File: src/hw/ptt_pkg.sv
`default_nettype none
package ptt_pkg;
   // ----------------------------------------------------------------
   // Register byte offsets
   // ----------------------------------------------------------------
   localparam logic [7:0] ADDR_COUNTER = 8'h00;
   localparam logic [7:0] ADDR_PRELOAD = 8'h04;
   localparam logic [7:0] ADDR_TAP_CTRL = 8'h08;
   localparam logic [7:0] ADDR_CMP_ONE = 8'h0c;
   localparam logic [7:0] ADDR_CMP_TWO = 8'h10;
   localparam logic [7:0] ADDR_CMP_CTRL = 8'h14;
   localparam logic [7:0] ADDR_CNT_EN = 8'h18;
   localparam logic [7:0] ADDR_IRQ_STATUS = 8'h1c;
   localparam logic [7:0] ADDR_IRQ_MASK = 8'h20;
   // ----------------------------------------------------------------
   // Field layout
   // ----------------------------------------------------------------
   localparam int TICK_W = 21;
   localparam int PRESC_W = 11;
   localparam int TAPSEL_LSB = 11;
   localparam int TAP_FLAG_BIT = 7;
   localparam int TAP_ENA_BIT = 6;
   localparam int COMPARE_ONE_FLAG_BIT = 7;
   localparam int COMPARE_TWO_FLAG_BIT = 6;
   localparam int COMPARE_ONE_ENABLE_BIT = 5;
   localparam int COMPARE_TWO_ENABLE_BIT = 4;
   localparam int EVT_W = 3;
   localparam int EVT_TAP = 0;
   localparam int EVT_CMP1 = 1;
   localparam int EVT_CMP2 = 2;
   // ----------------------------------------------------------------
   // Reset values and encodings
   // ----------------------------------------------------------------
   localparam logic [10:0] PRELOAD_RST = 11'h000;
   localparam logic [2:0] TAPSEL_RST = 3'h0;
   localparam logic [2:0] TAPSEL_UNDERFLOW = 3'h7;
   localparam logic [1:0] COUNT_MODE_ENABLE_RST = 2'h0;
   localparam logic [4:0] TAP_BIT_TOP = 5'h14;
   localparam logic [4:0] TAP_BIT_STEP = 5'h03;
   typedef enum logic [1:0] {
      PTT_CNT_ALL = 2'b00,
      PTT_CNT_PRIV = 2'b01,
      PTT_CNT_USER = 2'b10,
      PTT_CNT_NONE = 2'b11
   } ptt_cnt_mode_t;
endpackage
`default_nettype wire

File: src/hw/ptt_timer.sv
`default_nettype none
// Overview of operation
// - Prescaler decrements; at zero reloads, tick increments
// - Privileged counter write clears tick, reloads prescaler
// - Counter word: tick high, prescaler low
// - Reset clears both counters
// - Tap select picks tick bit or underflow
// - Preload copied into prescaler at zero
// - Tap flag sets on falling tap bit
// - Privileged zero write clears tap flag
// - Tap enable gates tap interrupt request
// - Compare flag one sets on match one
// - Compare flag two sets on match two
// - Compare flags bits 7,6; zero clears
// - Enables bits 5,4 gate compare requests
// - Count enable field selects allowed modes
// - Writes only in privilege; reads always
// - Reserved bits ignore writes, read zero
module ptt_timer #(
   parameter int TICK_W = ptt_pkg::TICK_W,
   parameter int PRESC_W = ptt_pkg::PRESC_W
) (
   input wire logic sys_clk,
   input wire logic rst_n,
   input wire logic cpu_priv,
   input wire logic psel,
   input wire logic penable,
   input wire logic pwrite,
   input wire logic [7:0] paddr,
   input wire logic [31:0] pwdata,
   output logic [31:0] prdata,
   output logic pready,
   output logic pslverr,
   output logic tap_irq,
   output logic cmp_one_irq,
   output logic cmp_two_irq,
   output logic irq
);
   // ----------------------------------------------------------------
   // Storage
   // ----------------------------------------------------------------
   logic [TICK_W-1:0] tick_counter_r;
   logic [PRESC_W-1:0] prescaler_counter_r;
   logic [PRESC_W-1:0] preload_value_r;
   logic [2:0] tap_select_r;
   logic tap_event_flag_r;
   logic tap_irq_enable_r;
   logic [TICK_W-1:0] cmp_one_r;
   logic [TICK_W-1:0] cmp_two_r;
   logic compare_one_flag_r;
   logic compare_two_flag_r;
   logic compare_one_enable_r;
   logic compare_two_enable_r;
   logic [1:0] count_mode_enable_r;
   logic [ptt_pkg::EVT_W-1:0] irq_status_r;
   logic [ptt_pkg::EVT_W-1:0] irq_mask_r;
   logic tap_prev_r;
   logic [TICK_W-1:0] tick_prev_r;

   // ----------------------------------------------------------------
   // Bus decode
   // ----------------------------------------------------------------
   logic acc;
   logic wr;
   logic known;
   assign acc = psel && penable;
   assign pready = 1'b1;
   always_comb begin
      case (paddr)
         ptt_pkg::ADDR_COUNTER, ptt_pkg::ADDR_PRELOAD,
         ptt_pkg::ADDR_TAP_CTRL, ptt_pkg::ADDR_CMP_ONE,
         ptt_pkg::ADDR_CMP_TWO, ptt_pkg::ADDR_CMP_CTRL,
         ptt_pkg::ADDR_CNT_EN, ptt_pkg::ADDR_IRQ_STATUS,
         ptt_pkg::ADDR_IRQ_MASK: known = 1'b1;
         default: known = 1'b0;
      endcase
   end
   assign pslverr = acc && (!known || (pwrite && !cpu_priv));
   assign wr = acc && pwrite && cpu_priv && known;
   logic wr_cnt, wr_tap, wr_cmpc, wr_sts;
   assign wr_cnt = wr && (paddr == ptt_pkg::ADDR_COUNTER);
   assign wr_tap = wr && (paddr == ptt_pkg::ADDR_TAP_CTRL);
   assign wr_cmpc = wr && (paddr == ptt_pkg::ADDR_CMP_CTRL);
   assign wr_sts = wr && (paddr == ptt_pkg::ADDR_IRQ_STATUS);

   // ----------------------------------------------------------------
   // Counting
   // ----------------------------------------------------------------
   logic count_ok;
   logic underflow;
   always_comb begin
      case (ptt_pkg::ptt_cnt_mode_t'(count_mode_enable_r))
         ptt_pkg::PTT_CNT_ALL: count_ok = 1'b1;
         ptt_pkg::PTT_CNT_PRIV: count_ok = cpu_priv;
         ptt_pkg::PTT_CNT_USER: count_ok = !cpu_priv;
         ptt_pkg::PTT_CNT_NONE: count_ok = 1'b0;
         default: count_ok = 1'b0;
      endcase
   end
   assign underflow = count_ok && (prescaler_counter_r == '0);

   always_ff @(posedge sys_clk) begin
      if (!rst_n) begin
         prescaler_counter_r <= '0;
         tick_counter_r <= '0;
      end else if (wr_cnt) begin
         prescaler_counter_r <= preload_value_r;
         tick_counter_r <= '0;
      end else if (underflow) begin
         prescaler_counter_r <= preload_value_r;
         tick_counter_r <= tick_counter_r + 1'b1;
      end else if (count_ok) begin
         prescaler_counter_r <= prescaler_counter_r - 1'b1;
      end
   end

   // ----------------------------------------------------------------
   // Configuration registers
   // ----------------------------------------------------------------
   always_ff @(posedge sys_clk) begin
      if (!rst_n) begin
         preload_value_r <= ptt_pkg::PRELOAD_RST;
         tap_select_r <= ptt_pkg::TAPSEL_RST;
         cmp_one_r <= '0;
         cmp_two_r <= '0;
         count_mode_enable_r <= ptt_pkg::COUNT_MODE_ENABLE_RST;
         tap_irq_enable_r <= 1'b0;
         compare_one_enable_r <= 1'b0;
         compare_two_enable_r <= 1'b0;
         irq_mask_r <= '0;
      end else if (wr) begin
         case (paddr)
            ptt_pkg::ADDR_PRELOAD: begin
               preload_value_r <= pwdata[PRESC_W-1:0];
               tap_select_r <= pwdata[ptt_pkg::TAPSEL_LSB +: 3];
            end
            ptt_pkg::ADDR_TAP_CTRL:
               tap_irq_enable_r <= pwdata[ptt_pkg::TAP_ENA_BIT];
            ptt_pkg::ADDR_CMP_ONE: cmp_one_r <= pwdata[TICK_W-1:0];
            ptt_pkg::ADDR_CMP_TWO: cmp_two_r <= pwdata[TICK_W-1:0];
            ptt_pkg::ADDR_CMP_CTRL: begin
               compare_one_enable_r <= pwdata[ptt_pkg::COMPARE_ONE_ENABLE_BIT];
               compare_two_enable_r <= pwdata[ptt_pkg::COMPARE_TWO_ENABLE_BIT];
            end
            ptt_pkg::ADDR_CNT_EN: count_mode_enable_r <= pwdata[1:0];
            ptt_pkg::ADDR_IRQ_MASK:
               irq_mask_r <= pwdata[ptt_pkg::EVT_W-1:0];
            default: ;
         endcase
      end
   end

   // ----------------------------------------------------------------
   // Event detection
   // ----------------------------------------------------------------
   logic [4:0] tap_idx;
   logic tap_bit;
   logic tap_hit;
   logic hit_one;
   logic hit_two;
   assign tap_idx = 5'(ptt_pkg::TAP_BIT_TOP
                    - 5'(tap_select_r * ptt_pkg::TAP_BIT_STEP));
   // Underflow code has no counter bit; park the tap low
   assign tap_bit = (tap_select_r == ptt_pkg::TAPSEL_UNDERFLOW) ? 1'b0
                    : tick_counter_r[tap_idx];
   always_ff @(posedge sys_clk) begin
      if (!rst_n) begin
         tap_prev_r <= 1'b0;
         tick_prev_r <= '0;
      end else begin
         tap_prev_r <= tap_bit;
         tick_prev_r <= tick_counter_r;
      end
   end
   // Underflow mode taps the prescaler reload directly
   assign tap_hit = (tap_select_r == ptt_pkg::TAPSEL_UNDERFLOW) ?
                    underflow : (tap_prev_r && !tap_bit);
   // A match is taken once, when the counter arrives at the value
   assign hit_one = (tick_counter_r == cmp_one_r)
                    && (tick_prev_r != tick_counter_r);
   assign hit_two = (tick_counter_r == cmp_two_r)
                    && (tick_prev_r != tick_counter_r);

   // ----------------------------------------------------------------
   // Flags
   // ----------------------------------------------------------------
   always_ff @(posedge sys_clk) begin
      if (!rst_n) begin
         tap_event_flag_r <= 1'b0;
         compare_one_flag_r <= 1'b0;
         compare_two_flag_r <= 1'b0;
      end else begin
         if (tap_hit)
            tap_event_flag_r <= 1'b1;
         else if (wr_tap && !pwdata[ptt_pkg::TAP_FLAG_BIT])
            tap_event_flag_r <= 1'b0;
         if (hit_one)
            compare_one_flag_r <= 1'b1;
         else if (wr_cmpc && !pwdata[ptt_pkg::COMPARE_ONE_FLAG_BIT])
            compare_one_flag_r <= 1'b0;
         if (hit_two)
            compare_two_flag_r <= 1'b1;
         else if (wr_cmpc && !pwdata[ptt_pkg::COMPARE_TWO_FLAG_BIT])
            compare_two_flag_r <= 1'b0;
      end
   end

   // ----------------------------------------------------------------
   // Interrupts
   // ----------------------------------------------------------------
   logic [ptt_pkg::EVT_W-1:0] evt;
   assign evt = {hit_two && compare_two_enable_r,
                 hit_one && compare_one_enable_r,
                 tap_hit && tap_irq_enable_r};
   always_ff @(posedge sys_clk) begin
      if (!rst_n)
         irq_status_r <= '0;
      else
         irq_status_r <= evt |
            (irq_status_r & ~(wr_sts ? pwdata[ptt_pkg::EVT_W-1:0]
                              : '0));
   end
   assign tap_irq = tap_event_flag_r && tap_irq_enable_r;
   assign cmp_one_irq = compare_one_flag_r && compare_one_enable_r;
   assign cmp_two_irq = compare_two_flag_r && compare_two_enable_r;
   assign irq = |(irq_status_r & irq_mask_r);

   // ----------------------------------------------------------------
   // Read data
   // ----------------------------------------------------------------
   always_ff @(posedge sys_clk) begin
      if (!rst_n)
         prdata <= '0;
      else if (psel && !penable && !pwrite) begin
         case (paddr)
            ptt_pkg::ADDR_COUNTER:
               prdata <= {tick_counter_r, prescaler_counter_r};
            ptt_pkg::ADDR_PRELOAD:
               prdata <= {18'h0, tap_select_r, preload_value_r};
            ptt_pkg::ADDR_TAP_CTRL:
               prdata <= {24'h0, tap_event_flag_r, tap_irq_enable_r, 6'h0};
            ptt_pkg::ADDR_CMP_ONE: prdata <= {11'h0, cmp_one_r};
            ptt_pkg::ADDR_CMP_TWO: prdata <= {11'h0, cmp_two_r};
            ptt_pkg::ADDR_CMP_CTRL:
               prdata <= {24'h0, compare_one_flag_r, compare_two_flag_r,
                          compare_one_enable_r, compare_two_enable_r, 4'h0};
            ptt_pkg::ADDR_CNT_EN: prdata <= {30'h0, count_mode_enable_r};
            ptt_pkg::ADDR_IRQ_STATUS: prdata <= {29'h0, irq_status_r};
            ptt_pkg::ADDR_IRQ_MASK: prdata <= {29'h0, irq_mask_r};
            default: prdata <= '0;
         endcase
      end
   end

   // ----------------------------------------------------------------
   // Checks
   // ----------------------------------------------------------------
   chk_reset_clears: assert property (@(posedge sys_clk)
      !rst_n |=> tick_counter_r == '0 && prescaler_counter_r == '0)
      else $error("counters not cleared by reset");
   chk_counter_write: assert property (@(posedge sys_clk)
      disable iff (!rst_n) wr_cnt |=> tick_counter_r == '0
      && prescaler_counter_r == $past(preload_value_r))
      else $error("counter write did not restart counters");
   chk_tick_advance: assert property (@(posedge sys_clk)
      disable iff (!rst_n) underflow && !wr_cnt |=>
      tick_counter_r == $past(tick_counter_r) + 1'b1)
      else $error("tick did not advance on underflow");
   chk_presc_dec: assert property (@(posedge sys_clk)
      disable iff (!rst_n) count_ok && !underflow && !wr_cnt |=>
      prescaler_counter_r == $past(prescaler_counter_r) - 1'b1)
      else $error("prescaler did not decrement");
   chk_no_count: assert property (@(posedge sys_clk)
      disable iff (!rst_n) count_mode_enable_r == 2'h3 && !wr_cnt
      |=> $stable(tick_counter_r) && $stable(prescaler_counter_r))
      else $error("counted while disabled");
   chk_user_nowrite: assert property (@(posedge sys_clk)
      disable iff (!rst_n) acc && pwrite && !cpu_priv |=>
      $stable(preload_value_r) && $stable(count_mode_enable_r))
      else $error("user write took effect");
   chk_tap_flag_set: assert property (@(posedge sys_clk)
      disable iff (!rst_n) tap_hit |=> tap_event_flag_r)
      else $error("tap flag not set");
   chk_cmp_one_set: assert property (@(posedge sys_clk)
      disable iff (!rst_n) hit_one |=> compare_one_flag_r)
      else $error("compare one flag not set");
   chk_cmp_two_set: assert property (@(posedge sys_clk)
      disable iff (!rst_n) hit_two |=> compare_two_flag_r)
      else $error("compare two flag not set");
   chk_flag_clear: assert property (@(posedge sys_clk)
      disable iff (!rst_n) wr_cmpc && !pwdata[7] && !hit_one
      |=> !compare_one_flag_r)
      else $error("compare one flag not cleared");
   chk_tap_clear: assert property (@(posedge sys_clk)
      disable iff (!rst_n) wr_tap && !pwdata[7] && !tap_hit
      |=> !tap_event_flag_r)
      else $error("tap flag not cleared");
   chk_tap_gate: assert property (@(posedge sys_clk)
      disable iff (!rst_n) !tap_irq_enable_r |-> !tap_irq)
      else $error("tap request while disabled");

   // ----------------------------------------------------------------
   // Counter and bus checks
   // ----------------------------------------------------------------
   chk_tick_hold: assert property (@(posedge sys_clk)
      disable iff (!rst_n) !count_ok && !wr_cnt |=>
      $stable(tick_counter_r) && $stable(prescaler_counter_r))
      else $error("counted without enable");
   chk_reload: assert property (@(posedge sys_clk)
      disable iff (!rst_n) underflow && !wr_cnt |=>
      prescaler_counter_r == $past(preload_value_r))
      else $error("prescaler not reloaded");
   chk_priv_only: assert property (@(posedge sys_clk)
      disable iff (!rst_n) count_mode_enable_r == 2'h1 && !cpu_priv
      |=> $stable(tick_counter_r) && $stable(prescaler_counter_r))
      else $error("counted in user mode");
   chk_user_only: assert property (@(posedge sys_clk)
      disable iff (!rst_n) count_mode_enable_r == 2'h2 && cpu_priv
      && !wr_cnt |=> $stable(tick_counter_r))
      else $error("counted in privilege mode");
   chk_user_err: assert property (@(posedge sys_clk)
      disable iff (!rst_n) acc && pwrite && !cpu_priv |-> pslverr)
      else $error("user write not refused");
   chk_read_word: assert property (@(posedge sys_clk)
      disable iff (!rst_n) psel && !penable && !pwrite
      && paddr == ptt_pkg::ADDR_COUNTER |=> prdata ==
      {$past(tick_counter_r), $past(prescaler_counter_r)})
      else $error("counter word mismatch");

   // ----------------------------------------------------------------
   // Flag checks
   // ----------------------------------------------------------------
   chk_tap_hold: assert property (@(posedge sys_clk)
      disable iff (!rst_n) tap_event_flag_r
      && !(wr_tap && !pwdata[7]) |=> tap_event_flag_r)
      else $error("tap flag dropped");
   chk_tap_quiet: assert property (@(posedge sys_clk)
      disable iff (!rst_n) !tap_hit && !tap_event_flag_r
      |=> !tap_event_flag_r)
      else $error("tap flag set without event");
   chk_tap_under: assert property (@(posedge sys_clk)
      disable iff (!rst_n) tap_select_r == ptt_pkg::TAPSEL_UNDERFLOW
      && underflow |=> tap_event_flag_r)
      else $error("underflow tap missed");
   chk_cmp_one_hold: assert property (@(posedge sys_clk)
      disable iff (!rst_n) compare_one_flag_r
      && !(wr_cmpc && !pwdata[7]) |=> compare_one_flag_r)
      else $error("compare one flag dropped");
   chk_cmp_two_hold: assert property (@(posedge sys_clk)
      disable iff (!rst_n) compare_two_flag_r
      && !(wr_cmpc && !pwdata[6]) |=> compare_two_flag_r)
      else $error("compare two flag dropped");
   chk_cmp_two_clear: assert property (@(posedge sys_clk)
      disable iff (!rst_n) wr_cmpc && !pwdata[6] && !hit_two
      |=> !compare_two_flag_r)
      else $error("compare two flag not cleared");
   chk_cmp_one_quiet: assert property (@(posedge sys_clk)
      disable iff (!rst_n) !hit_one && !compare_one_flag_r
      |=> !compare_one_flag_r)
      else $error("compare one flag set without match");
   chk_cmp_two_quiet: assert property (@(posedge sys_clk)
      disable iff (!rst_n) !hit_two && !compare_two_flag_r
      |=> !compare_two_flag_r)
      else $error("compare two flag set without match");

   // ----------------------------------------------------------------
   // Interrupt checks
   // ----------------------------------------------------------------
   chk_status_keep: assert property (@(posedge sys_clk)
      disable iff (!rst_n) evt[ptt_pkg::EVT_TAP] |=> irq_status_r[0])
      else $error("tap status lost");
   chk_status_clear: assert property (@(posedge sys_clk)
      disable iff (!rst_n) wr_sts && pwdata[0] && !evt[ptt_pkg::EVT_TAP]
      |=> !irq_status_r[0])
      else $error("tap status not cleared");
   chk_status_cmp: assert property (@(posedge sys_clk)
      disable iff (!rst_n) hit_one && compare_one_enable_r
      |=> irq_status_r[ptt_pkg::EVT_CMP1])
      else $error("compare one status not set");
   cov_underflow: cover property (@(posedge sys_clk) underflow);
   cov_tap: cover property (@(posedge sys_clk) tap_hit);
   cov_cmp: cover property (@(posedge sys_clk) hit_one ##1 irq);
   cov_set_clr: cover property (@(posedge sys_clk) tap_hit && wr_tap);
   cov_restart: cover property (@(posedge sys_clk) wr_cnt);
endmodule // ptt_timer
`default_nettype wire

File: config.mk
export PLATFORM = sky130hd
export DESIGN_NAME = ptt_timer
export DESIGN_NICKNAME = d
export VERILOG_FILES = /design/src/hw/ptt_pkg.sv /design/src/hw/ptt_timer.sv
export SDC_FILE = /design/constraint.sdc
export NUM_CORES = 1
export LEC_CHECK = 0
export BUFFER_PORTS_ARGS = -buffer_cell sky130_fd_sc_hd__clkbuf_2
export CAP_MARGIN = 5
export CORE_ASPECT_RATIO = 2
export CORE_MARGIN = 2
export CORE_UTILIZATION = 55
export CTS_CLUSTER_SIZE = 40
export DETAILED_ROUTE_END_ITERATION = 12
export HOLD_SLACK_MARGIN = 0.1
export PLACE_DENSITY = 0.75
export SETUP_SLACK_MARGIN = 0.3
export SLEW_MARGIN = 15
export SYNTH_ARGS = -nofsm -noshare
export SYNTH_HDL_FRONTEND = slang
export SYNTH_SLANG_ARGS = --single-unit
File: constraint.sdc
create_clock -name sys_clk -period 3.2 [get_ports sys_clk]
set_input_delay 0.48 -clock sys_clk [delete_from_list [all_inputs] [get_ports sys_clk]]
set_output_delay 0.48 -clock sys_clk [all_outputs]
set_load 0.01 [all_outputs]
* Yosys cells after proc, flatten, opt, wreduce, memory -nomap -nowiden
Index checks and enable logic that the tools add are counted.
** Cells by class
- Add/subtract/negate cells :: 3
- Bitwise logic cells :: 5
- Mux-type cells :: 17
- Shifts and indexed selects :: 0
- Eq/ne operators :: 15
- Divide/modulo/power cells :: 0
- Order comparisons :: 1
- Reductions and logical operators :: 50
- Multiply operators :: 1
** Operators by type and width (count)
- 32-bit case mux with 9 select lines :: 1
- 21-bit == test :: 2
- 11-bit two-way mux :: 3
- 8-bit by 5-bit == test with 1-bit output (second input constant) :: 4
- 1-bit logical AND :: 25
- 21-bit by 1-bit adder with 21-bit output (second input constant) :: 1
- 21-bit inequality test :: 1
- 8-bit by 4-bit == test with 1-bit output (second input constant) :: 2
- 2-bit AND reduction :: 7
- 11-bit logical NOT :: 1
- 11-bit by 1-bit subtractor with 11-bit output (second input constant) :: 1
- 1-bit two-way mux :: 10
- 9-bit OR reduction :: 1
- 8-bit by 3-bit == test with 1-bit output (second input constant) :: 1
- 8-bit by 6-bit == test with 1-bit output (second input constant) :: 1
- 8-bit logical NOT :: 1
- 1-bit logical NOT :: 7
- 3-bit bitwise AND :: 2
- 5-bit by 6-bit less-than comparator with 1-bit output (second input constant) :: 1
- 2-bit nonzero test :: 3
- 1-bit binary-select mux with 5-bit select :: 1
- 3-bit by 2-bit multiplier with 5-bit output (second input constant) :: 1
- 5-bit subtractor (first input constant) :: 1
- 2-bit == test (second input constant) :: 2
- other kinds (12) :: 12
** Word-level totals
- Memories :: 0
- Input bits :: 46
- Flip-flop bits (word level) :: 156
- Logic and storage cells :: 110
- Bits in writable memories :: 0
- Latch bits :: 0
- Bits in read-only memories :: 0

* Logic depth before layout (Yosys ltp)
Gate-level depths: netlist of run 1.
- Depth in word-level cells :: 10
- Mapped depth :: 10
- Depth with buffers taken out :: 9

* Worst setup path after synthesis of run 1
OpenSTA, ideal clock, no wires.
- Path type :: register to register
- Start :: register tap_select_r[0]
- End :: register tap_event_flag_r
- Slack :: 0.548 ns
- Required time :: 3.070 ns
- Buffers on the path :: 2
- Arrival :: 2.521 ns
- Cell stages (with the launch flop) :: 11
- Setup time :: 0.130 ns
- Path through :: dfxtp_1 -> clkbuf_1 -> inv_1 -> ha_1 -> clkbuf_1 -> nor3_1 -> a311o_1 -> a2111oi_0 -> o32ai_1 -> nor3_1 -> a21boi_0
** Between the ends
- Word-level cells in the longest chain between the ends :: 9
** RTL lines
- start: declaration :: line ptt_timer.sv:45 : logic [2:0] tap_select_r;
- start signal: assignment :: line ptt_timer.sv:123 : tap_select_r <= ptt_pkg::TAPSEL_RST;
- start signal: assignment :: line ptt_timer.sv:135 : tap_select_r <= pwdata[ptt_pkg::TAPSEL_LSB +: 3];
- 3-bit by 2-bit multiplier with 5-bit output :: line ptt_timer.sv:162 : - 5'(tap_select_r * ptt_pkg::TAP_BIT_STEP));
- 5-bit subtractor :: line ptt_timer.sv:162
- 1-bit binary-select mux with 5-bit select :: line ptt_timer.sv:165 : : tick_counter_r[tap_idx];
- 1-bit two-way mux (implied by the code) :: line ptt_timer.sv:165
- 1-bit two-way mux :: line ptt_timer.sv:164 : assign tap_bit = (tap_select_r == ptt_pkg::TAPSEL_UNDERFLOW) ? 1'b0
- 1-bit logical NOT :: line ptt_timer.sv:177 : underflow : (tap_prev_r && !tap_bit);
- 1-bit logical AND :: line ptt_timer.sv:177
- 1-bit two-way mux * :: line ptt_timer.sv:176 : assign tap_hit = (tap_select_r == ptt_pkg::TAPSEL_UNDERFLOW) ?
- 1-bit two-way mux or 2-bit nonzero test (tied branches)
- end signal: assignment :: line ptt_timer.sv:189 : tap_event_flag_r <= 1'b0;
- end signal: assignment :: line ptt_timer.sv:194 : tap_event_flag_r <= 1'b1;
- end signal: assignment :: line ptt_timer.sv:196 : tap_event_flag_r <= 1'b0;
- end: declaration :: line ptt_timer.sv:46 : logic tap_event_flag_r;
Mark *: on every way between the ends. The rest lies on a longest branch, timed or not. The select of a mux whose other input is x is not followed.
A chain may end at the register's enable or synchronous reset.

* Final worst setup path of run 1
- Start :: register tap_select_r[1]
- End :: register tap_event_flag_r
The elaborated chain is that of the path after synthesis.

==> flow_summary.toml, run 1 <==
[yosys]
synthFlopType = "dfxtp_1"
synth_seq_area_share = 0.3879
synthesis.area_sq_mm = 0.008051
synth_cells = 909
synth_compound_area_frac = 0.1254
synth_edf_count = 0
synth_warnings = 0
synth_top_family_by_area = "simple AND/OR/NAND/NOR gates"
syn_area_per_cell_sq_um = 8.858
synth_top_cell_area_share = 0.3879
synth_simple_gate_area_frac = 0.2375
synth_xor_xnor_area_share = 0.09246
synth_cell_types = 61
synth_seq_cells = 156
synth_mux_area_frac = 0.09697
synth_fp_nets = 963
synth_async_sr_flop_share = 0
yosys.area.top_type = "dfxtp_1"
synth-adder-area-share = 0.01336
synth.area.top_cells = "dfxtp_1 (39%), mux2i_1 (7.5%), xor2_1 (5.5%)"

[timing]
fin_skew_ns = 0.01109
final.min_clock_period_ns = 2.718
fin_setup_tns_ns = 0
tightest_slew_ns = 0.7305
slew_viol_final = 0
hold_violations = 0
fin_crit_sh = 0.8494
timing.hold.ws_ns = 0.3108
rsz0062_at_grt = "no"
relSlewSlack = 0.5130
setup_viol = 0
fmax_ghz = 0.3679

[job]
max-cap-violations = 0

[pwr]
power_density_mw_per_mm2 = 539.5
vdd_drop_max_v = 0.0003930
finalPower_mw = 4.968
p_leak_nw = 3.561

[die]
io_pins = 84
initial_core_util = 0.5610
core_area_sq_mm = 0.01435
die_w_microns = 89.56
num_rows = 62
die_y_microns = 175.1
dieArea_sq_mm = 0.01568

[clock_tree]
cts.reportedPaths.clkPinSlew_ns = 0.07
clock-sinks = 156
cts_buffer_depth = 2
cts_setup_buffers = 0
cts_tree = "built"
cts-htree-levels = 4
cts_made_buffers = 17
clk_latency_ns = 0.44
cts_root_buf = "clkbuf_16"

[hold_path]
hold_path.class = "primary input to flip-flop"

[place]
dp_cells = 1134
place_area_sq_mm = 0.008593
port_buffers = 71
gp_congestion = 1.040
hpwlAfterDp_mm = 17.78

[finish]
filler_cell_count = 1276
instances_no_fill = 1166
antenna_cells = 0
final_common_cell = "dfxtp_1"
multiInputGateArea_sq_mm = 0.004577
fin_area_sq_mm = 0.009209
nNetsFinal = 1015
areaGrowthSynthToFinish_pct = 14.37
most-common-layout-cells = "dfxtp_1 (156), nand2_1 (91), clkbuf_2 (70)"
drive_gt1_frac = 0.1653
regArea_sq_mm = 0.003123

[route]
dr.pass1.iters = 6
dr_wl_met2_mm = 12.78
dr_total_vias = 6914
drtAntennaViolNets = 0
route.detailed.drc = 0
wirelength_mm = 24.05
met1Wirelength_mm = 7.955
drtIter0Drc = 480
met3WireLength_microns = 935
routed_via_density = 5.930
wl_per_cell_microns = 20.63
top_layer = "met4"

[setup_path]
cp-end-kind = "flip-flop"
slowest_stage = "fa_1"
slowest_delay_ns = 0.50
cp_cell_sequence = "ha_1 > inv_1 > fa_1 > xor2_2 > a311o_1 > a2111oi_2 > o32ai_1 > nor3_1 > buf_4 > a21boi_0"
critPathMaxFanout = 6
critical_path_class = "flip-flop to flip-flop"
crit_required_ns = 3.52
worstPathArrival_ns = 3.03
critPathLaunchType = "flip-flop"

[global_routing]
grt_max_degree = 85
overflow = 0
grt_pass1_vias = 6659
grt_pass1_wl_mm = 36.39
antenna_found_initial = 0
gr-usage-all-layers = 0.3148

[status]
outcome = "completed"
## area by class of cell
| class | count | area share |
|---|---|---|
| Tap cell | 192 | 0.02609 |
| Clock buffer | 18 | 0.04769 |
| Clock inverter | 14 | 0.01766 |
| Sequential cell | 156 | 0.3391 |
| Inverter | 15 | 0.006114 |
| Multi-Input combinational cell | 668 | 0.4970 |
| Timing Repair Buffer | 103 | 0.06630 |
## power breakdown
group	leakage (nW)	internal, mW	switching [mW]	total [mW]
Sequential	1.26	2.02	0.116	2.13
Clock	0.281	1.18	0.865	2.05
Combinational	2.02	0.337	0.451	0.788
Total	3.56	3.54	1.43	4.97
## synthesized netlist by cell type (2+ instances only)
cell type    n
dfxtp_1    156
nand2_1     91
mux2i_1     60
nor2b_1     58
clkbuf_1    56
xor2_1      51
nor2_1      47
and2_1      45
o21ai_0     37
xnor2_1     34
a21boi_0    30
nand3_1     27
a21oi_1     18
nor3_1      17
inv_1       15
nand4_1     15
nor4_1      15
a22oi_1     14
and3_1      10
a222oi_1     8
mux2_2       8
ha_1         7
a221oi_1     6
nor3b_1      6
buf_2        5
buf_6        5
or3_1        5
a21o_1       4
a2bb2oi_1    4
mux4_2       4
o211ai_1     4
a31oi_1      3
and4_1       3
nand2b_1     3
nor3_4       3
a211oi_1     2
buf_1        2
buf_4        2
nand3b_1     2
o21a_1       2
o221a_2      2
o32ai_1      2
or2_2        2
or4_1        2
## worst max-delay path, delay by kind of cell (launching register included)
kind	cells	cell delay (ns)
XOR/XNOR	1	0.20
AND/OR/NAND/NOR	1	0.17
adder cells (fa/ha/maj)	2	0.68
AO/OA/AOI/OAI	4	0.90
flip-flops	1	0.43
buffers and inverters	2	0.21
## cells by family (layout without fill, tap and decap cells)
group,after synthesis,in the layout
fa+ha+maj,8,8
compound gates,144,144
mux,72,72
other cells,1,1
buf+inv,85,150
xor+xnor,85,85
simple gates,358,358
flops,156,156
## through the flow
stage               setup slack [ns]    util
finish                        0.4818  0.6417
CTS                           0.3051  0.6407
floorplan                     0.5483       -
global placement              0.3686  0.5988
detailed placement            0.3192  0.5988
global route                  0.2961  0.6417
## flip-flops by register name, summed over array words and instances, names as in the netlist, 2 cells and up
| signal | count |
|---|---|
| cmp_one_r | 21 |
| cmp_two_r | 21 |
| count_mode_enable_r | 2 |
| irq_mask_r | 3 |
| irq_status_r | 3 |
| prdata | 32 |
| preload_value_r | 11 |
| prescaler_counter_r | 11 |
| tap_select_r | 3 |
| tick_counter_r | 21 |
| tick_prev_r | 21 |
## repair_timing
item                                    in CTS  in global routing
hold buffers                                 0                  0
resized for setup                            0                  3
endpoints found under the setup margin       0                  2
## metal layers
metal | up-vias | GRT usage
met4 | 0 | 0.2693
met5 | - | 0
met1 | 3318 | 0.3076
li1 | 3250 | -
met3 | 108 | 0.04913
met2 | 238 | 0.5444
## worst paths after layout
path / startpoint / endpoint / slack [ns] / cells after the start
min reg2reg: prdata[2] / prdata[2] / 0.47 / 2
min: pwdata[11] / tap_select_r[0] / 0.31 / 3
max reg2reg: tap_select_r[1] / tap_event_flag_r / 0.48 / 10
max: tap_select_r[1] / tap_event_flag_r / 0.48 / 10
(Power assumes the default switching activity.)
==> inputs of run 2 (changes only) <==
- clock period: 3.2 -> 2.6 ns (I/O delays scaled with it)
==> flow_summary.toml, run 2 (same netlist as run 1, synthesis figures left out) <==
[status]
outcome = "completed"

[timing]
fmax_ghz = 0.4008
timing.hold.ws_ns = 0.2219
rsz0062_at_grt = "yes"
slew_viol_final = 0
tightest_slew_ns = 0.7086
final.min_clock_period_ns = 2.495
fin_ws_ns = 0.1050
fin_crit_sh = 0.9596
relSlewSlack = 0.5276
hold_violations = 0
setup_viol = 0
fin_skew_ns = 0.009530

[finish]
drive_gt1_frac = 0.1962
areaGrowthSynthToFinish_pct = 18.06
largest_reg_flops = 32
most-common-layout-cells = "dfxtp_1 (153), nand2_1 (91), clkbuf_2 (70)"
nNetsFinal = 1035
antenna_cells = 0
final_common_cell = "dfxtp_1"
filler_cell_count = 1200
largest-register = "prdata"
post-route-util = 0.6623

[setup_path]
r2r-end = "irq_status_r[0]"
worstPathArrival_ns = 2.80
crit-reg2reg-launch = "tap_select_r[1]"
critPathLaunchType = "flip-flop"
cp-end-kind = "flip-flop"
crit_required_ns = 2.91
critical_path_class = "flip-flop to flip-flop"
rr_worst_depth = 9
worstSetupStartpoint = "tap_select_r[1]"
r2r_slack_ns = 0.10
critPathMaxFanout = 4

[route]
route.detailed.drc = 0
dr_total_vias = 7092
dr.pass1.iters = 5
drtAntennaViolNets = 0
drtIter0Drc = 506
wirelength_mm = 24.44
wl_per_cell_microns = 20.61
routed_via_density = 5.980

[clock_tree]
clk_latency_ns = 0.43
hold_buffers = 0
cts.reportedPaths.clkPinSlew_ns = 0.06
clock-sinks = 156
cts_root_buf = "clkbuf_16"
cts-htree-levels = 4
cts_buffer_depth = 2
cts_made_buffers = 17
cts_tree = "built"

[pwr]
power.internal_mw = 4.618
switching_share = 0.2709
power_frac_seq = 0.409
combinationalPowerShare = 0.163
p_leak_nw = 3.699
vdd_drop_max_v = 0.0005966
p_switching_mw = 1.716
finalPower_mw = 6.334
clkPwrFrac = 0.428
power_density_mw_per_mm2 = 666.3

[hold_path]
hold_path.class = "primary input to flip-flop"
hold_path_startpoint = "pwdata[11]"
hold_end = "tap_select_r[0]"
hold-path-cell-count = 3

[die]
io_pins = 84
die_y_microns = 175.1
die_w_microns = 89.56
dieArea_sq_mm = 0.01568
initial_core_util = 0.5610
core_area_sq_mm = 0.01435
num_rows = 62

[global_routing]
grt_max_degree = 54
antenna_found_initial = 0
grt_pass1_wl_mm = 38.21
overflow = 0
grt_pass1_vias = 7209
gr-usage-all-layers = 0.3250

[place]
pre_cts_slack_ns = -0.006038
gp_congestion = 0.9830
hpwlAfterDp_mm = 18.07
port_buffers = 71

[job]
max-cap-violations = 0
## run 2: power groups by stage
| stage | clock network (mW) | logic [mW] | registers [mW] |
|---|---|---|---|
| 2_1_floorplan | 0 | 0.692 | 2.60 |
| 3_3_place_gp | 0 | 0.974 | 2.64 |
| 3_5_place_dp | 0 | 0.992 | 2.64 |
| 4_1_cts | 2.74 | 1.01 | 2.59 |
| 5_1_grt | 2.83 | 1.13 | 2.60 |
| 6_report | 2.71 | 1.03 | 2.59 |
## run 2: area by class of cell
cell class | instances | area, sq um | share of cell area
clock buffer | 20 | 466.7 | 0.04910
clock inverter | 12 | 183.9 | 0.01935
inverter | 15 | 56.30 | 0.005923
multi-input combinational | 668 | 4643 | 0.4885
sequential | 156 | 3129 | 0.3292
tap | 192 | 240.2 | 0.02527
timing repair buffer | 123 | 785.8 | 0.08266
## run 2: repair_timing
item                       CTS  global route
setup buffers                1             0
setup endpoints to repair    3             9
cloned                       0             0
gates resized for setup      9             9
## run 2: worst max-delay path, stage by stage (launching register included)
cell	delay, ns
dfxtp_4	0.36
ha_4	0.16
inv_2	0.04
fa_2	0.46
xor2_2	0.18
a311o_1	0.36
a2111oi_4	0.36
o32ai_2	0.13
nor3_2	0.22
o21ai_1	0.10
## run 2: worst max-delay path by stage
stage	end	depth (start not counted)
2_1_floorplan	tap_event_flag_r	9
3_3_place_gp	tap_event_flag_r	9
3_5_place_dp	irq_status_r[0]	9
4_1_cts	tap_event_flag_r	9
5_1_grt	irq_status_r[0]	9
6_report	irq_status_r[0]	9
## run 2: per-stage QoR
| stage | TNS (ns) | area [sq um] | std cells |
|---|---|---|---|
| after global routing | 0 | 9505 | 1186 |
| after global placement | 0 | 8770 | 1153 |
| after floorplan | 0 | 8063 | 909 |
| final | 0 | 9505 | 1186 |
| after detailed placement | -0.006038 | 8770 | 1153 |
| after CTS | 0 | 9468 | 1186 |
## run 2: layer usage
metal	share of wire	global-route usage
met5	0	0
met4	0.10	0.2755
met3	0.042	0.05621
met2	0.52	0.5555
met1	0.33	0.3218
==> inputs of run 3 (changes only) <==
- ABC_AREA: default -> 1
==> flow_summary.toml, run 3 <==
[die]
core_area_sq_mm = 0.01474
die_w_microns = 90.72
die_y_microns = 177.4
num_rows = 63
io_pins = 84
dieArea_sq_mm = 0.01610
initial_core_util = 0.5612

[yosys]
synth.area.top_cells = "dfxtp_1 (38%), nand2_1 (13%), inv_1 (6.4%)"
yosysMostFrequentCell = "nand2_1"
synth_common_cells = "nand2_1 (292), dfxtp_1 (156), inv_1 (140)"
synth_warnings = 0
synth_seq_cells = 156
synth_edf_count = 0
synth_seq_area_share = 0.3776
syn_area_per_cell_sq_um = 6.859
synthFlopType = "dfxtp_1"
synth_top_cell_area_share = 0.3776
synth_cell_types = 40
synth_cells = 1206
synth_async_sr_flop_share = 0
synth_fp_nets = 1260
yosys.area.top_type = "dfxtp_1"
synthesis.area_sq_mm = 0.008272

[timing]
tightest_slew_ns = 0.6835
timing.hold.ws_ns = 0.2545
slew_viol_final = 0
final.min_clock_period_ns = 2.192
fin_setup_tns_ns = 0
fmax_ghz = 0.4561
fin_skew_ns = 0.01035
setup_viol = 0
fin_crit_sh = 0.8432
hold_violations = 0
rsz0062_at_grt = "yes"
fin_ws_ns = 0.4077
relSlewSlack = 0.5401

[clock_tree]
cts_tree = "built"
clk_latency_ns = 0.43
cts-htree-levels = 4
cts.reportedPaths.clkPinSlew_ns = 0.07
clock-sinks = 156
cts_root_buf = "clkbuf_16"
cts_made_buffers = 17
cts_buffer_depth = 2

[finish]
largest_reg_flops = 32
nNetsFinal = 1328
areaGrowthSynthToFinish_pct = 15.81
final_common_cell = "nand2_1"
fin_area_sq_mm = 0.009579
antenna_cells = 0
most-common-layout-cells = "nand2_1 (287), dfxtp_1 (154), inv_1 (137)"
filler_cell_count = 1400
largest-register = "prdata"
drive_gt1_frac = 0.1756

[pwr]
switching_share = 0.3239
power_frac_seq = 0.405
finalPower_mw = 6.415
vdd_drop_max_v = 0.0005505
power_density_mw_per_mm2 = 669.7
p_leak_nw = 4.136
combinationalPowerShare = 0.213
p_switching_mw = 2.078
power.internal_mw = 4.337
clkPwrFrac = 0.382

[place]
port_buffers = 71
pre_cts_slack_ns = 0.2252
gp_congestion = 0.9595
hpwlAfterDp_mm = 19.96
place_area_sq_mm = 0.008900

[setup_path]
critical_path_class = "flip-flop to flip-flop"
critPathLaunchType = "flip-flop"
worstSetupStartpoint = "tap_select_r[1]"
crit_family = "adder cells"
slowest_delay_ns = 0.51
critPathMaxFanout = 4
crit_top_cell = "nand2_1"
cp_cell_sequence = "ha_4 > inv_2 > fa_1 > nand2_1 > buf_4 > o21bai_1 > xor2_1 > inv_1 > nand2_1 > nand2_2 > nand2_2 > nand2_1 > nand2_1 > a21oi_2"
crit-reg2reg-launch = "tap_select_r[1]"
path_buf_inv = 3
slowest_stage = "fa_1"
worstPathArrival_ns = 2.49
cp-end-kind = "flip-flop"
crit_required_ns = 2.90

[hold_path]
hold_path.class = "primary input to flip-flop"
hold_path_startpoint = "pwdata[18]"

[global_routing]
gr-usage-all-layers = 0.3359
grt_pass1_vias = 8100
overflow = 0
antenna_found_initial = 0
grt_pass1_wl_mm = 41.42
grt_max_degree = 45

[route]
drtAntennaViolNets = 0
drtIter0Drc = 527
dr.pass1.iters = 5
wirelength_mm = 26.58
dr_total_vias = 8342
wl_per_cell_microns = 17.93
route.detailed.drc = 0
routed_via_density = 5.629

[job]
max-cap-violations = 0

[status]
outcome = "completed"
-- run 3: metal layers --
layer / GRT usage / up-vias / part of all wire
met4: 0.3051 / 0 / 0.10
met3: 0.04756 / 130 / 0.047
met2: 0.6194 / 367 / 0.53
li1: - / 4006 / -
met5: 0 / - / 0
met1: 0.3144 / 3839 / 0.32
-- run 3: power groups by stage --
| stage | sequential, mW | clock, mW | combinational [mW] |
|---|---|---|---|
| 6_report | 2.60 | 2.45 | 1.37 |
| 5_1_grt | 2.61 | 2.56 | 1.53 |
| 4_1_cts | 2.60 | 2.47 | 1.30 |
| 3_5_place_dp | 2.65 | 0 | 1.30 |
| 3_3_place_gp | 2.65 | 0 | 1.28 |
| 2_1_floorplan | 2.61 | 0 | 0.944 |
-- run 3: worst paths after layout --
| kind | to | slack (ns) | cells after the start |
|---|---|---|---|
| max reg2reg | irq_status_r[0] | 0.41 | 14 |
| min | cmp_two_r[18] | 0.25 | 3 |
| min reg2reg | prescaler_counter_r[10] | 0.46 | 2 |
| max | irq_status_r[0] | 0.41 | 14 |
-- run 3: cells by family (layout without fill, tap and decap cells) --
group           Yosys count  in the layout  synth area share
buf+inv                 222            303            0.1085
xor+xnor                 65             65           0.06882
fa+ha+maj                 8              8           0.01301
simple gates            499            499            0.2605
flops                   156            156            0.3776
other cells               1              1         0.0004534
compound gates          255            255            0.1712
-- run 3: tightest hold or removal path, cell delays in order --
cell and delay [ns]:
clkbuf_2 0.10, nand3_1 0.08, a21oi_1 0.06
-- run 3: what timing repair did --
action / in CTS / in global routing
setup endpoints to repair: 3 / 7
hold buffers: 0 / 0
setup buffers: 0 / 3
pin swaps: 0 / 10
gates resized for setup: 2 / 27
-- run 3: final cells by class --
class | count | area, sq um | area share
clock buffers | 18 | 439.2 | 0.04585
clock inverters | 14 | 131.4 | 0.01371
inverters | 152 | 575.6 | 0.06008
multi-input cells | 828 | 4330 | 0.4521
flip-flops and latches | 156 | 3131 | 0.3268
well taps | 195 | 244.0 | 0.02547
repair buffers | 119 | 728.2 | 0.07602
-- run 3: through the flow --
step / util / std cells
finish: 0.6499 / 1482
CTS: 0.6428 / 1479
global placement: 0.6038 / 1447
detailed placement: 0.6038 / 1447
floorplan: - / 1206
global route: 0.6499 / 1482
